==> src/inc/iec_pkg.sv <==
// Summary of operation
// - reset loads port direction register with all ones, every pin input.
// - direction bit zero turns pin output buffer on, one turns it off.
// - on compare match the counter clears to zero and keeps counting.
// - match interrupt pulses in the same cycle the counter clears.
// - compare value 00 to FF gives a period of value plus one counts.
// - code 00 counts system clock, 01 counts clock divided by 256.
// - event mode counts once per valid edge, polarity from bit 1.
// - event counts come from the shared port pin.
// - run bit zero holds counter cleared; one lets it count.
// - code 10 counts rising edges, code 11 falling; no timer output then.
`default_nettype none
package iec_pkg;
    // ------------------------------------------------------------
    // register map
    // ------------------------------------------------------------
    localparam logic [15:0] ADDR_PORT2_DIR = 16'hFF22;
    localparam logic [15:0] ADDR_MODE_CTRL = 16'hFF53;
    localparam logic [15:0] ADDR_COMPARE = 16'hFF4C;
    localparam logic [15:0] ADDR_COUNTER = 16'hFF4D;
    // ------------------------------------------------------------
    // reset values
    // ------------------------------------------------------------
    localparam logic [7:0] PORT2_DIR_RESET = 8'hFF;
    localparam logic [7:0] MODE_CTRL_RESET = 8'h00;
    localparam logic [7:0] COMPARE_RESET = 8'h00;
    localparam logic [7:0] COUNTER_RESET = 8'h00;
    // ------------------------------------------------------------
    // mode control fields
    // ------------------------------------------------------------
    localparam int RUN_BIT = 7;
    localparam int PWM_BIT = 6;
    localparam int SEL_HI_BIT = 2;
    localparam int SEL_LO_BIT = 1;
    localparam int OUT_EN_BIT = 0;
    localparam logic [7:0] MODE_CTRL_MASK = 8'hC7;
    localparam int SHARED_PIN_BIT = 7;
    // ------------------------------------------------------------
    // count clock selection and prescaler
    // ------------------------------------------------------------
    typedef enum logic [1:0] {
        IEC_SEL_SYS = 2'b00,
        IEC_SEL_DIV = 2'b01,
        IEC_SEL_RISE = 2'b10,
        IEC_SEL_FALL = 2'b11
    } iec_sel_t;
    localparam int PRESCALE_LOG2 = 8;
    localparam logic [7:0] PRESCALE_LAST = 8'hFF;
endpackage
`default_nettype wire

==> src/design/iec_top.sv <==
`timescale 1ns/10ps
`default_nettype none
module iec_top (
    // clock and reset
    input wire logic clock,
    input wire logic rst,
    // register access
    input wire logic [15:0] reg_addr,
    input wire logic reg_wr,
    input wire logic [7:0] reg_wdata,
    input wire logic reg_rd,
    output logic [7:0] reg_rdata,
    // port 2 pins
    input wire logic shared_port_pin_in,
    output logic shared_port_pin_out,
    output logic shared_port_pin_oe,
    output logic [7:0] port2_out_en,
    // event
    output logic match_interrupt
);
    logic [7:0] port2_direction_r;
    logic [7:0] timer_mode_control_r;
    logic [7:0] compare_value_r;
    logic [7:0] counter_value_r;
    logic [7:0] counter_value_nxt;
    logic [7:0] prescale_r;
    logic [7:0] reg_rdata_r;
    logic match_interrupt_r;
    logic counter_run_bit;
    iec_pkg::iec_sel_t clk_sel;
    logic pin_rise;
    logic pin_fall;
    logic tick;
    logic hit;

    // ------------------------------------------------------------
    // pin edge detection
    // ------------------------------------------------------------
    iec_edge_sync u_edge (
        .clock(clock),
        .rst(rst),
        .pin_in(shared_port_pin_in),
        .rise(pin_rise),
        .fall(pin_fall)
    );

    // ------------------------------------------------------------
    // register writes
    // ------------------------------------------------------------
    always_ff @(posedge clock) begin
        if (rst) begin
            port2_direction_r <= iec_pkg::PORT2_DIR_RESET;
        end else if (reg_wr && reg_addr == iec_pkg::ADDR_PORT2_DIR) begin
            port2_direction_r <= reg_wdata;
        end
    end

    always_ff @(posedge clock) begin
        if (rst) begin
            timer_mode_control_r <= iec_pkg::MODE_CTRL_RESET;
        end else if (reg_wr && reg_addr == iec_pkg::ADDR_MODE_CTRL) begin
            // bits 5..3 are fixed at zero
            timer_mode_control_r <= reg_wdata & iec_pkg::MODE_CTRL_MASK;
        end
    end

    // a running counter sees a new compare at once, so a match may fire
    always_ff @(posedge clock) begin
        if (rst) begin
            compare_value_r <= iec_pkg::COMPARE_RESET;
        end else if (reg_wr && reg_addr == iec_pkg::ADDR_COMPARE) begin
            compare_value_r <= reg_wdata;
        end
    end

    // ------------------------------------------------------------
    // register reads, one cycle latency, unmapped reads zero
    // ------------------------------------------------------------
    always_ff @(posedge clock) begin
        if (rst) begin
            reg_rdata_r <= 8'h00;
        end else if (reg_rd) begin
            case (reg_addr)
                iec_pkg::ADDR_PORT2_DIR: reg_rdata_r <= port2_direction_r;
                iec_pkg::ADDR_MODE_CTRL: reg_rdata_r <= timer_mode_control_r;
                iec_pkg::ADDR_COMPARE: reg_rdata_r <= compare_value_r;
                iec_pkg::ADDR_COUNTER: reg_rdata_r <= counter_value_r;
                default: reg_rdata_r <= 8'h00;
            endcase
        end
    end

    assign reg_rdata = reg_rdata_r;

    // ------------------------------------------------------------
    // pin direction
    // ------------------------------------------------------------
    assign port2_out_en = ~port2_direction_r;
    assign shared_port_pin_oe =
        ~port2_direction_r[iec_pkg::SHARED_PIN_BIT];
    // waveform output left out; the pin drives its cleared latch level
    assign shared_port_pin_out = 1'b0;

    // ------------------------------------------------------------
    // count clock selection
    // ------------------------------------------------------------
    assign counter_run_bit = timer_mode_control_r[iec_pkg::RUN_BIT];
    assign clk_sel = iec_pkg::iec_sel_t'(timer_mode_control_r[
        iec_pkg::SEL_HI_BIT:iec_pkg::SEL_LO_BIT]);

    // prescaler restarts with the run bit so the first period is exact
    always_ff @(posedge clock) begin
        if (rst || !counter_run_bit) begin
            prescale_r <= 8'h00;
        end else begin
            prescale_r <= prescale_r + 8'h01;
        end
    end

    always_comb begin
        case (clk_sel)
            iec_pkg::IEC_SEL_SYS: tick = 1'b1;
            iec_pkg::IEC_SEL_DIV:
                tick = (prescale_r == iec_pkg::PRESCALE_LAST);
            iec_pkg::IEC_SEL_RISE: tick = pin_rise;
            iec_pkg::IEC_SEL_FALL: tick = pin_fall;
            default: tick = 1'b0;
        endcase
    end

    // ------------------------------------------------------------
    // counter and match
    // ------------------------------------------------------------
    assign hit = counter_run_bit && tick &&
        (counter_value_r == compare_value_r);

    always_comb begin
        if (!counter_run_bit) begin
            counter_value_nxt = 8'h00;
        end else if (hit) begin
            counter_value_nxt = 8'h00;
        end else if (tick) begin
            counter_value_nxt = counter_value_r + 8'h01;
        end else begin
            counter_value_nxt = counter_value_r;
        end
    end

    always_ff @(posedge clock) begin
        if (rst) begin
            counter_value_r <= iec_pkg::COUNTER_RESET;
        end else begin
            counter_value_r <= counter_value_nxt;
        end
    end

    always_ff @(posedge clock) begin
        if (rst) begin
            match_interrupt_r <= 1'b0;
        end else begin
            match_interrupt_r <= hit;
        end
    end

    assign match_interrupt = match_interrupt_r;
endmodule
`default_nettype wire

==> src/design/iec_edge_sync.sv <==
`timescale 1ns/10ps
`default_nettype none
module iec_edge_sync (
    // clock and reset
    input wire logic clock,
    input wire logic rst,
    // asynchronous pin
    input wire logic pin_in,
    // one-cycle edge pulses
    output logic rise,
    output logic fall
);
    logic sync1_r;
    logic sync2_r;
    logic last_r;

    // ------------------------------------------------------------
    // two-flop synchroniser, then a history flop for edges
    // ------------------------------------------------------------
    always_ff @(posedge clock) begin
        if (rst) begin
            sync1_r <= 1'b0;
            sync2_r <= 1'b0;
            last_r <= 1'b0;
        end else begin
            sync1_r <= pin_in;
            sync2_r <= sync1_r;
            last_r <= sync2_r;
        end
    end

    // edges only from settled flops; sync1 stays private
    assign rise = sync2_r & ~last_r;
    assign fall = ~sync2_r & last_r;
endmodule
`default_nettype wire

==> config.mk <==
export PLATFORM = sky130hd
export DESIGN_NAME = iec_top
export DESIGN_NICKNAME = d
export VERILOG_FILES = /design/src/inc/iec_pkg.sv /design/src/design/iec_top.sv /design/src/design/iec_edge_sync.sv
export SDC_FILE = /design/constraint.sdc
export NUM_CORES = 1
export LEC_CHECK = 0
export BUFFER_PORTS_ARGS = -buffer_cell sky130_fd_sc_hd__buf_4
export CAP_MARGIN = 30
export CORE_ASPECT_RATIO = 0.8
export CORE_MARGIN = 2
export CORE_UTILIZATION = 49
export CTS_CLUSTER_DIAMETER = 60
export DETAILED_ROUTE_END_ITERATION = 6
export HOLD_SLACK_MARGIN = 0.1
export PLACE_DENSITY = 0.76
export SYNTH_ARGS = -nofsm -noshare
export SYNTH_HDL_FRONTEND = slang
export SYNTH_SLANG_ARGS = --single-unit
==> constraint.sdc <==
create_clock -name clock -period 1.95 [get_ports clock]
set_clock_uncertainty 0.2 [all_clocks]
set_input_delay 0.0975 -clock clock [delete_from_list [all_inputs] [get_ports clock]]
set_output_delay 0.0975 -clock clock [all_outputs]
set_load 0.03 [all_outputs]
==> key figures, run 1 <==
Floorplan
  • Row Count: 22
  • DIE WIDTH: 80.6 um
  • Die H: 65.2 um
  • Num ports: 48
  • Die ar.: 5260 sq um
  • Core Box Area: 4540 sq um
  • Initial Util: 0.506

Critical path
  • Critical path buffers and inverters: 0
  • Crit path kind: reg2reg
  • Slowest cell on crit path: or4_4
  • FF-to-FF End: counter_value_r[5]
  • Cell depth of the worst setup path: 6
  • WP data required: 1.99 ns
  • CP Cell Sequence: ha_4, nand3_4, nor4_4, nor3_4, or4_4, a21oi_2
  • Arrival @ worst endpoint: 1.99 ns
  • R2R Setup Slk: 0.002 ns
  • Reg2Reg Depth: 6
  • Worst Setup SP: prescale_r[0]
  • Delay-heaviest family, CP: simple AND/OR/NAND/NOR gates
  • Worst-path fanout max: 7
  • Worst r2r src: prescale_r[0]
  • CP endpoint kind: flip-flop
  • Max incr delay on CP: 0.50 ns
  • Crit start category: flip-flop
  • Crit path to: counter_value_r[5]

Detailed routing
  • Met2 WL: 3000 um
  • Highest metal used: met4
  • Residual DRC: 0
  • DR WL/cell: 15.7 um
  • Number of DRC markers in iteration 0: 121
  • Routed WL: 6310 um
  • ANT nets after route: 0
  • Via density: 5.40
  • Met3 routed WL: 261 um
  • Vias post-DR: 2,176
  • Pre-Repair DR Iteration Count: 4
  • Met1 WL: 3000 um

Timing
  • Fmax: 513 MHz
  • Crit path time final: 1.95 ns
  • RSZ-0062 raised after global routing: yes
  • Final worst-path cycle share: 0.999
  • Final Max Slew Viols: 0
  • Final setup violation count: 0
  • Final Hold Viols: 0

Worst hold path
  • Worst hold path type: in2reg
  • WHS Path Cells: 6

Placed design
  • Number of port buffers: 46
  • RePlAce Congestion: 0.852
  • Placed Cells: 373
  • HPWL after DPL: 4300 um

Clock tree
  • Root Buffer: clkbuf_8
  • Clk_lat worst skew: 0.30 ns
  • Clock Tree Buf Depth: 2
  • Worst-path clk slew: 0.10 ns
  • Clk sinks: 49
  • CTS tree: done
  • Htree depth: 2
  • CTS buffer count: 5

Outcome
  • Status: finished clean

Yosys
  • FFs w/ async S/R, synth: 0
  • Syn_nets: 287
  • Synth Area per Inst: 8.97 sq um
  • Register bit total from synthesis: 49
  • Ys flop type: dfxtp_1
  • Synth Warn #: 0
  • Post-synthesis sequential area ratio: 0.427
  • Post-synth EDFFs: 0
  • Cell variety after synth: 44
  • Cell count after synthesis: 256
  • Mapped Area: 2300 sq um

Cells and area
  • Antenna diodes: 0
  • Multi-input gate area in the final layout: 1280 sq um
  • Sequential Area: 983 sq um
  • # fillers: 355
  • Nets: 373
  • Share of layout cells above drive strength 1: 0.324
  • Area delta synth->final: 40.4%
  • Final std cells w/o fill: 403

Flow run
  • Max-cap violation count: 0

Global routing
  • First-pass GRT wire length: 10,000 um
  • Vias in the first global route: 2,103
  • Largest net degree at the start of global routing: 16
  • Grt ovf: 0
  • Initial antenna violation count: 0
  • Gr usage total: 0.250

Power and ir drop
  • Leakage: 1.32 nW
  • Pwr Total: 0.00198 W
  • PwrDens: 615 nW/um^2
  • Peak VDD IR: 0.000417 V
==> kinds of logic (layout without fill, tap and decap cells) <==
family / Yosys count / count (layout) / synth area share
adder cells (fa/ha/maj): 2 / 2 / 0.0109
flip-flops: 49 / 49 / 0.427
other: 1 / 1 / 0.00163
AND/OR/NAND/NOR: 100 / 100 / 0.235
AO/OA/AOI/OAI: 50 / 50 / 0.145
multiplexers: 17 / 17 / 0.0784
buffers and inverters: 22 / 109 / 0.0441
XOR/XNOR: 15 / 15 / 0.0572
==> sequential cells by signal, indices dropped and copies added, names as in the netlist <==
| register | cells |
|---|---|
| u_edge.last_r | 1 |
| port2_direction_r | 8 |
| timer_mode_control_r | 5 |
| prescale_r | 8 |
| compare_value_r | 8 |
| u_edge.sync1_r | 1 |
| counter_value_r | 8 |
| u_edge.sync2_r | 1 |
| reg_rdata | 8 |
| match_interrupt | 1 |
==> Yosys cell counts (all sizes together) (6+ instances only) <==
library cell / count / share of area
a21oi: 13 / 0.028
a22oi: 7 / 0.023
buf: 6 / 0.017
dfxtp: 49 / 0.43
inv: 11 / 0.018
mux2: 8 / 0.039
mux2i: 9 / 0.039
nand2: 30 / 0.049
nand3: 14 / 0.033
nor2: 21 / 0.034
o211ai: 8 / 0.026
o21ai: 8 / 0.017
xor2: 12 / 0.046
==> worst min path at each step <==
stage                       start        endpoint  slack, ns
2_1_floorplan  shared_port_pin_in  u_edge.sync1_r       0.03
3_3_place_gp   shared_port_pin_in  u_edge.sync1_r       0.12
3_5_place_dp   shared_port_pin_in  u_edge.sync1_r       0.13
4_1_cts               reg_addr[0]    reg_rdata[5]       0.17
5_1_grt               reg_addr[0]    reg_rdata[4]       0.21
6_report              reg_addr[7]    reg_rdata[6]       0.18
==> worst register-to-register path, stage by stage (launching register included) <==
cell and delay, ns:
dfxtp_2 0.36, ha_4 0.15, nand3_4 0.08, nor4_4 0.35, nor3_4 0.11, or4_4 0.51
a21oi_2 0.13
==> final cells by class <==
class | count | share of cell area
clock buffer | 5 | 0.0213
clock inverter | 3 | 0.0202
inverter | 11 | 0.0128
multi-input combinational | 185 | 0.396
sequential | 49 | 0.305
tap | 60 | 0.0233
timing repair buffer | 90 | 0.222
==> routing by layer <==
layer | vias to the layer above | track usage
li1 | 1077 | -
met1 | 1030 | 0.335
met5 | - | 0
met2 | 61 | 0.430
met4 | 0 | 0.0445
met3 | 8 | 0.0426
==> cell usage in the layout (no fill, tap or decap), types with 2 or more instances in the layout <==
cell type	instances
a21boi_0	5
a21oi_1	11
a21oi_2	2
a22oi_1	7
a32oi_1	5
and3_1	3
buf_4	75
bufinv_16	2
clkbuf_8	5
dfxtp_1	47
dfxtp_2	2
dlygate4sd3_1	14
inv_1	11
mux2_2	8
mux2i_1	9
nand2_1	30
nand3_1	13
nand4_1	3
nor2_1	21
nor2b_1	5
nor3_1	2
nor4_2	2
o211ai_1	8
o21ai_0	8
or3_1	4
xnor2_1	3
xor2_1	12
==> through the flow <==
stage	worst slack (ns)	utilization	TNS, ns	hold slack (ns)	area [sq um]
3_5_place_dp	-0.0691	0.621	-0.389	0.134	2820
6_report	0.00200	0.710	0	0.176	3220
3_3_place_gp	0.0162	0.621	0	0.118	2820
5_1_grt	-0.0877	0.710	-0.366	0.212	3220
2_1_floorplan	0.0523	-	0	0.0257	2300
4_1_cts	-0.0215	0.701	-0.0215	0.173	3180
==> repair_timing <==
| item | 4_1_cts | 5_1_grt |
|---|---|---|
| setup buffers | 6 | 2 |
| resized for setup | 10 | 7 |
| hold buffers | 14 | 0 |
| pin swaps | 5 | 6 |
| setup endpoints to repair | 8 | 9 |
| hold endpoints to repair | 34 | 0 |
==> report_power, final <==
group	switching (W)	leakage [nW]	internal, W	total, W
combinational	0.0000527	0.857	0.0000678	0.000121
sequential	0.00000110	0.396	0.00100	0.00100
clock	0.000351	0.0681	0.000510	0.000861
total	0.000405	1.32	0.00158	0.00198
No activity file was read; power rests on OpenSTA's default activity.
==> run 2, diff against run 1 <==
--- a/config.mk
+++ b/config.mk
@@ -10,7 +10,7 @@
 export CORE_ASPECT_RATIO = 0.8
 export CORE_MARGIN = 2
 export CORE_UTILIZATION = 49
-export CTS_CLUSTER_DIAMETER = 60
+export CTS_CLUSTER_DIAMETER = 30
 export DETAILED_ROUTE_END_ITERATION = 6
 export HOLD_SLACK_MARGIN = 0.1
 export PLACE_DENSITY = 0.76
==> constraint.sdc (replaced) <==
create_clock -name clock -period 1.95 [get_ports clock]
set_clock_uncertainty 0.2 [all_clocks]
set_input_delay 0.39 -clock clock [delete_from_list [all_inputs] [get_ports clock]]
set_output_delay 0.39 -clock clock [all_outputs]
set_load 0.03 [all_outputs]
==> run 2 against run 1 <==
  * Critical path depth unchanged
  * Non-clock buffer count decreased by 14
  * Clock-buffer cell count increased by 1
  * Via count decreased by 1.9%
  * First-iteration DRC count increased by 24%
  * Sequential share of layout area increased by 1.4 points
  * Sequential power about the same
  * Critical path type unchanged
  * Critical endpoint unchanged
  * Highest routed layer unchanged
==> key figures, run 2 (synthesis results as in run 1) <==
Global routing
  • Largest net degree at the start of global routing: 20
  • Busiest metal layer after global routing: met2
  • Grt ovf: 0
  • Vias in the first global route: 2,001
  • Met3 usage: 0.0467
  • Initial antenna violation count: 0
  • First-pass GRT wire length: 9880 um
  • Met1 usage: 0.359
  • Gr usage total: 0.243
  • GR Util met2: 0.372

Flow run
  • Max-cap violation count: 0

Cells and area
  • Nets: 359
  • Share of layout cells above drive strength 1: 0.325
  • Final std cells w/o fill: 389
  • Antenna diodes: 0
  • Commonest non-fill, non-tap cell in the layout: buf_4
  • Area delta synth->final: 34.1%
  • # fillers: 364
  • Final core utilization: 0.678
  • Most frequent cells in the layout: buf_4 (73), dfxtp_1 (47), nand2_1 (30)

Critical path
  • CP endpoint kind: flip-flop
  • WP data required: 1.99 ns
  • CP Cell Sequence: ha_4, nand3_4, nor4_4, nor3_4, or4_4, a21oi_2
  • Worst r2r src: prescale_r[0]
  • Worst Setup SP: prescale_r[0]
  • Crit path to: counter_value_r[5]
  • Reg2Reg Depth: 6
  • Max incr delay on CP: 0.50 ns
  • Worst-path fanout max: 7
  • Crit path kind: reg2reg
  • Arrival @ worst endpoint: 1.95 ns
  • Crit start category: flip-flop
  • FF-to-FF End: counter_value_r[5]
  • Slowest cell on crit path: or4_4
  • R2R Setup Slk: 0.03 ns

Floorplan
  • Row Count: 22
  • Num ports: 48
  • Die ar.: 5260 sq um
  • Die H: 65.2 um
  • Core Box Area: 4540 sq um
  • DIE WIDTH: 80.6 um
  • Initial Util: 0.506

Clock tree
  • CTS tree: done
  • Clk sinks: 49
  • Clock Tree Buf Depth: 2
  • Htree depth: 2
  • CTS buffer count: 5
  • Root Buffer: clkbuf_8
  • Clk_lat worst skew: 0.30 ns
  • Worst-path clk slew: 0.09 ns

Timing
  • Fmax: 521 MHz
  • Final Hold Viols: 0
  • Actual slew at the worst max-slew pin: 0.633 ns
  • Final Max Slew Viols: 0
  • Fin worst setup slack: 0.0321 ns
  • RSZ-0062 raised after global routing: yes
  • Setup TNS: 0 ns
  • Crit path time final: 1.92 ns
  • Final setup violation count: 0
  • Final worst-path cycle share: 0.984
  • Max-slew headroom: 0.577

Power and ir drop
  • Pwr Total: 0.00186 W
  • Peak VDD IR: 0.000373 V
  • PwrDens: 603 nW/um^2
  • Leakage: 1.25 nW

Placed design
  • Number of port buffers: 46
  • Placed Cells: 377
  • RePlAce Congestion: 0.798
  • Dpl ws: -0.0677 ns
  • HPWL after DPL: 4410 um

Detailed routing
  • Routed WL: 6010 um
  • DR WL/cell: 15.5 um
  • ANT nets after route: 0
  • Vias post-DR: 2,135
  • Number of DRC markers in iteration 0: 150
  • Via density: 5.49
  • Residual DRC: 0
  • Pre-Repair DR Iteration Count: 4

Worst hold path
  • Worst hold path type: in2reg

Outcome
  • Status: finished clean
## run 2: worst min-delay path by stage
stage               cells after the start                from              to
global route                            2  shared_port_pin_in  u_edge.sync1_r
finish                                  2  shared_port_pin_in  u_edge.sync1_r
global placement                        1      u_edge.sync1_r  u_edge.sync2_r
detailed placement                      1      u_edge.sync1_r  u_edge.sync2_r
floorplan                               1      u_edge.sync1_r  u_edge.sync2_r
CTS                                     2  shared_port_pin_in  u_edge.sync1_r
## run 2: metrics by stage
step / hold WS [ns] / instance area (sq um)
4_1_cts: 0.102 / 3050
2_1_floorplan: 0.214 / 2300
6_report: 0.107 / 3080
3_5_place_dp: 0.231 / 2880
5_1_grt: 0.111 / 3080
3_3_place_gp: 0.229 / 2880
## run 2: routing by layer
metal | part of all wire | vias to the layer above
met3 | 0.066 | 6
met4 | 0.0071 | 0
met2 | 0.45 | 63
met5 | 0 | -
li1 | - | 1049
met1 | 0.48 | 1017
## run 2: repair_timing
item | 4_1_cts | 5_1_grt
cloned | 0 | 0
resized for setup | 7 | 6
hold buffers | 0 | 0
pin swaps | 3 | 2
setup buffers | 3 | 1
setup endpoints to repair | 7 | 7
## run 2: layout make-up
cell class | count | area, sq um | share of cell area
Clock buffer | 6 | 82.6 | 0.0268
Clock inverter | 2 | 37.5 | 0.0122
Inverter | 11 | 41.3 | 0.0134
Multi-Input combinational cell | 185 | 1260 | 0.409
Sequential cell | 49 | 983 | 0.319
Tap cell | 60 | 75.1 | 0.0244
Timing Repair Buffer | 76 | 599 | 0.195
## run 2: critical path: cells and delay by family (launching register included)
family	cells	cell delay [ns]
fa+ha+maj	1	0.15
compound gates	1	0.12
simple gates	4	1.03
flops	1	0.36
## run 2: power breakdown
group	leakage, nW	internal [W]	switching [W]
combinational	0.800	0.0000498	0.0000473
clock	0.0574	0.000417	0.000340
sequential	0.396	0.00100	0.00000100
total	1.25	0.00147	0.000388
==> run 3, diff against run 2 <==
--- a/config.mk
+++ b/config.mk
@@ -10,10 +10,12 @@
 export CORE_ASPECT_RATIO = 0.8
 export CORE_MARGIN = 2
 export CORE_UTILIZATION = 49
+export CTS_BUF_LIST = sky130_fd_sc_hd__clkbuf_16
 export CTS_CLUSTER_DIAMETER = 30
 export DETAILED_ROUTE_END_ITERATION = 6
 export HOLD_SLACK_MARGIN = 0.1
-export PLACE_DENSITY = 0.76
+export PLACE_DENSITY = 0.75
 export SYNTH_ARGS = -nofsm -noshare
 export SYNTH_HDL_FRONTEND = slang
+export SYNTH_HIERARCHICAL = 1
 export SYNTH_SLANG_ARGS = --single-unit
==> run 3 against run 2 <==
  * Sequential share of layout area down 1.1 points
  * Die area rose by 6.6%
  * Flip-flop and latch count unchanged
  * Total power increased by 5.8%
  * Register-to-register slack improved by 0.12 ns
  * Via count increased by 4.4%
  * Largest cell class unchanged
  * Clock-buffer cell count shrank 1
  * Clock power grew 11%
  * Cell count rose by 1.8%
  * Synthesized area rose by 7.0%
  * Utilization decreased by 3.1 points
==> key figures, run 3 <==
Yosys
  • Area contributors post-synth: dfxtp_1 (40%), mux2i_1 (8.1%), nor2_1 (5.0%)
  • Ys flop type: dfxtp_1
  • Synth Warn #: 6
  • Cell taking the most area after synthesis: dfxtp_1
  • Cell count after synthesis: 272
  • Synth Area per Inst: 9.03 sq um
  • Synth top area share: 0.399
  • Post-synth EDFFs: 0
  • Register bit total from synthesis: 49
  • Syn_nets: 303
  • Most frequent cell after synthesis: dfxtp_1
  • Cell variety after synth: 47
  • Most frequent cells after synthesis: dfxtp_1 (49), nor2_1 (33), mux2i_1 (20)
  • FFs w/ async S/R, synth: 0
  • Post-synthesis sequential area ratio: 0.399
  • Mapped Area: 2460 sq um

Critical path
  • Critical path buffers and inverters: 1
  • Crit start category: input pin
  • Crit path kind: in2reg
  • Worst-path fanout max: 3
  • CP endpoint kind: flip-flop
  • Max incr delay on CP: 0.45 ns
  • Arrival @ worst endpoint: 1.85 ns
  • Delay-heaviest family, CP: simple AND/OR/NAND/NOR gates
  • WP data required: 1.99 ns
  • Slowest cell on crit path: or4_4
  • CP Cell Sequence: buf_4, nand4bb_1, or3b_1, or4_4, o2bb2ai_2, a22o_1

Global routing
  • Initial antenna violation count: 0
  • Vias in the first global route: 2,055
  • First-pass GRT wire length: 10,200 um
  • Largest net degree at the start of global routing: 19
  • Grt ovf: 0
  • Gr usage total: 0.230

Placed design
  • HPWL after DPL: 4730 um
  • Cell area after placement: 3000 sq um
  • RePlAce Congestion: 0.937
  • Number of port buffers: 46

Detailed routing
  • Met3 routed WL: 363 um
  • Residual DRC: 0
  • Vias post-DR: 2,230
  • Pre-Repair DR Iteration Count: 5
  • Met2 WL: 2760 um
  • Met1 WL: 2960 um
  • Highest metal used: met4
  • Via density: 5.63
  • DR WL/cell: 15.5 um
  • Routed WL: 6150 um
  • Number of DRC markers in iteration 0: 212
  • ANT nets after route: 0

Cells and area
  • Final core utilization: 0.647
  • Most frequent cells in the layout: buf_4 (72), dfxtp_1 (49), nor2_1 (32)
  • Share of layout cells above drive strength 1: 0.287
  • Final instance area: 3190 sq um
  • Antenna diodes: 0
  • Area delta synth->final: 29.6%
  • Commonest non-fill, non-tap cell in the layout: buf_4
  • Nets: 365

Timing
  • Final Max Slew Viols: 0
  • Fmax: 551 MHz
  • Final setup violation count: 0
  • Setup TNS: 0 ns
  • Min Hold Slack: 0.115 ns
  • Final Hold Viols: 0
  • Crit path time final: 1.82 ns
  • Final worst-path cycle share: 0.931
  • RSZ-0062 raised after global routing: no

Floorplan
  • Row Count: 23
  • Die H: 67.3 um
  • Core Box Area: 4920 sq um
  • Num ports: 48
  • Initial Util: 0.499
  • DIE WIDTH: 83.2 um
  • Die ar.: 5600 sq um

Clock tree
  • Clock Tree Buf Depth: 2
  • Htree depth: 2
  • Root Buffer: clkbuf_16
  • Clk sinks: 49
  • Worst-path clk slew: 0.07 ns
  • CTS tree: done
  • CTS buffer count: 5
  • Setup Fix Bufs, Post-CTS: 0
  • Hold Buf Count CTS: 0
  • Clk_lat worst skew: 0.29 ns

Flow run
  • Max-cap violation count: 0

Power and ir drop
  • Peak VDD IR: 0.000409 V
  • PwrDens: 617 nW/um^2
  • Leakage: 1.58 nW

Worst hold path
  • Worst hold path type: in2reg

Outcome
  • Status: finished clean
[run 3: cells by family after synthesis]
kind of cell	synth area share
xor gates and xnor gates	0.0499
buffers and inverters	0.0616
muxes	0.0860
and+or+nand+nor	0.252
DFF	0.399
other	0.00153
AOI/OAI and AO/OA	0.140
adders and majority gates	0.0102
[run 3: path summary, 6_finish.rpt]
check                          start                 end  slack [ns]  cells past startpoint
hold reg to reg       u_edge/sync1_r      u_edge/sync2_r        0.26                      1
setup / recovery         reg_addr[4]        reg_rdata[5]        0.13                      6
hold / removal    shared_port_pin_in      u_edge/sync1_r        0.12                      2
setup reg to reg  counter_value_r[3]  counter_value_r[7]        0.15                      5
[run 3: stage by stage]
stage	std cells	worst slack [ns]	total power, W
floorplan	272	-0.0648	0.00107
global placement	389	-0.0748	0.00114
detailed placement	389	-0.148	0.00114
CTS	396	0.0643	0.00198
global route	396	0.0162	0.00202
finish	396	0.135	0.00196
[run 3: where the power goes]
| group | total [W] | internal, W | switching, W | leakage, nW |
|---|---|---|---|---|
| clock network | 0.000842 | 0.000470 | 0.000371 | 0.0659 |
| logic | 0.000119 | 0.0000626 | 0.0000568 | 1.12 |
| registers | 0.00100 | 0.00100 | 0.000000935 | 0.395 |
[run 3: layout make-up]
class                   instances  area, sq um
repair buffers                 72          541
fillers                       406         1740
flip-flops and latches         49          981
clock buffers                   5          125
well taps                      62         77.6
inverters                      17         63.8
clock inverters                 2         16.3
multi-input cells             189         1380
[run 3: repair_timing]
| item | 4_1_cts | 5_1_grt |
|---|---|---|
| setup endpoints to repair | 4 | 7 |
| pin swaps | 0 | 1 |
| cloned | 0 | 0 |
| resized for setup | 2 | 6 |
[run 3: per-layer routing]
| metal | GRT usage | vias to the layer above |
|---|---|---|
| li1 | - | 1103 |
| met1 | 0.327 | 1049 |
| met2 | 0.352 | 71 |
| met3 | 0.0513 | 7 |
| met4 | 0.0676 | 0 |
| met5 | 0 | - |
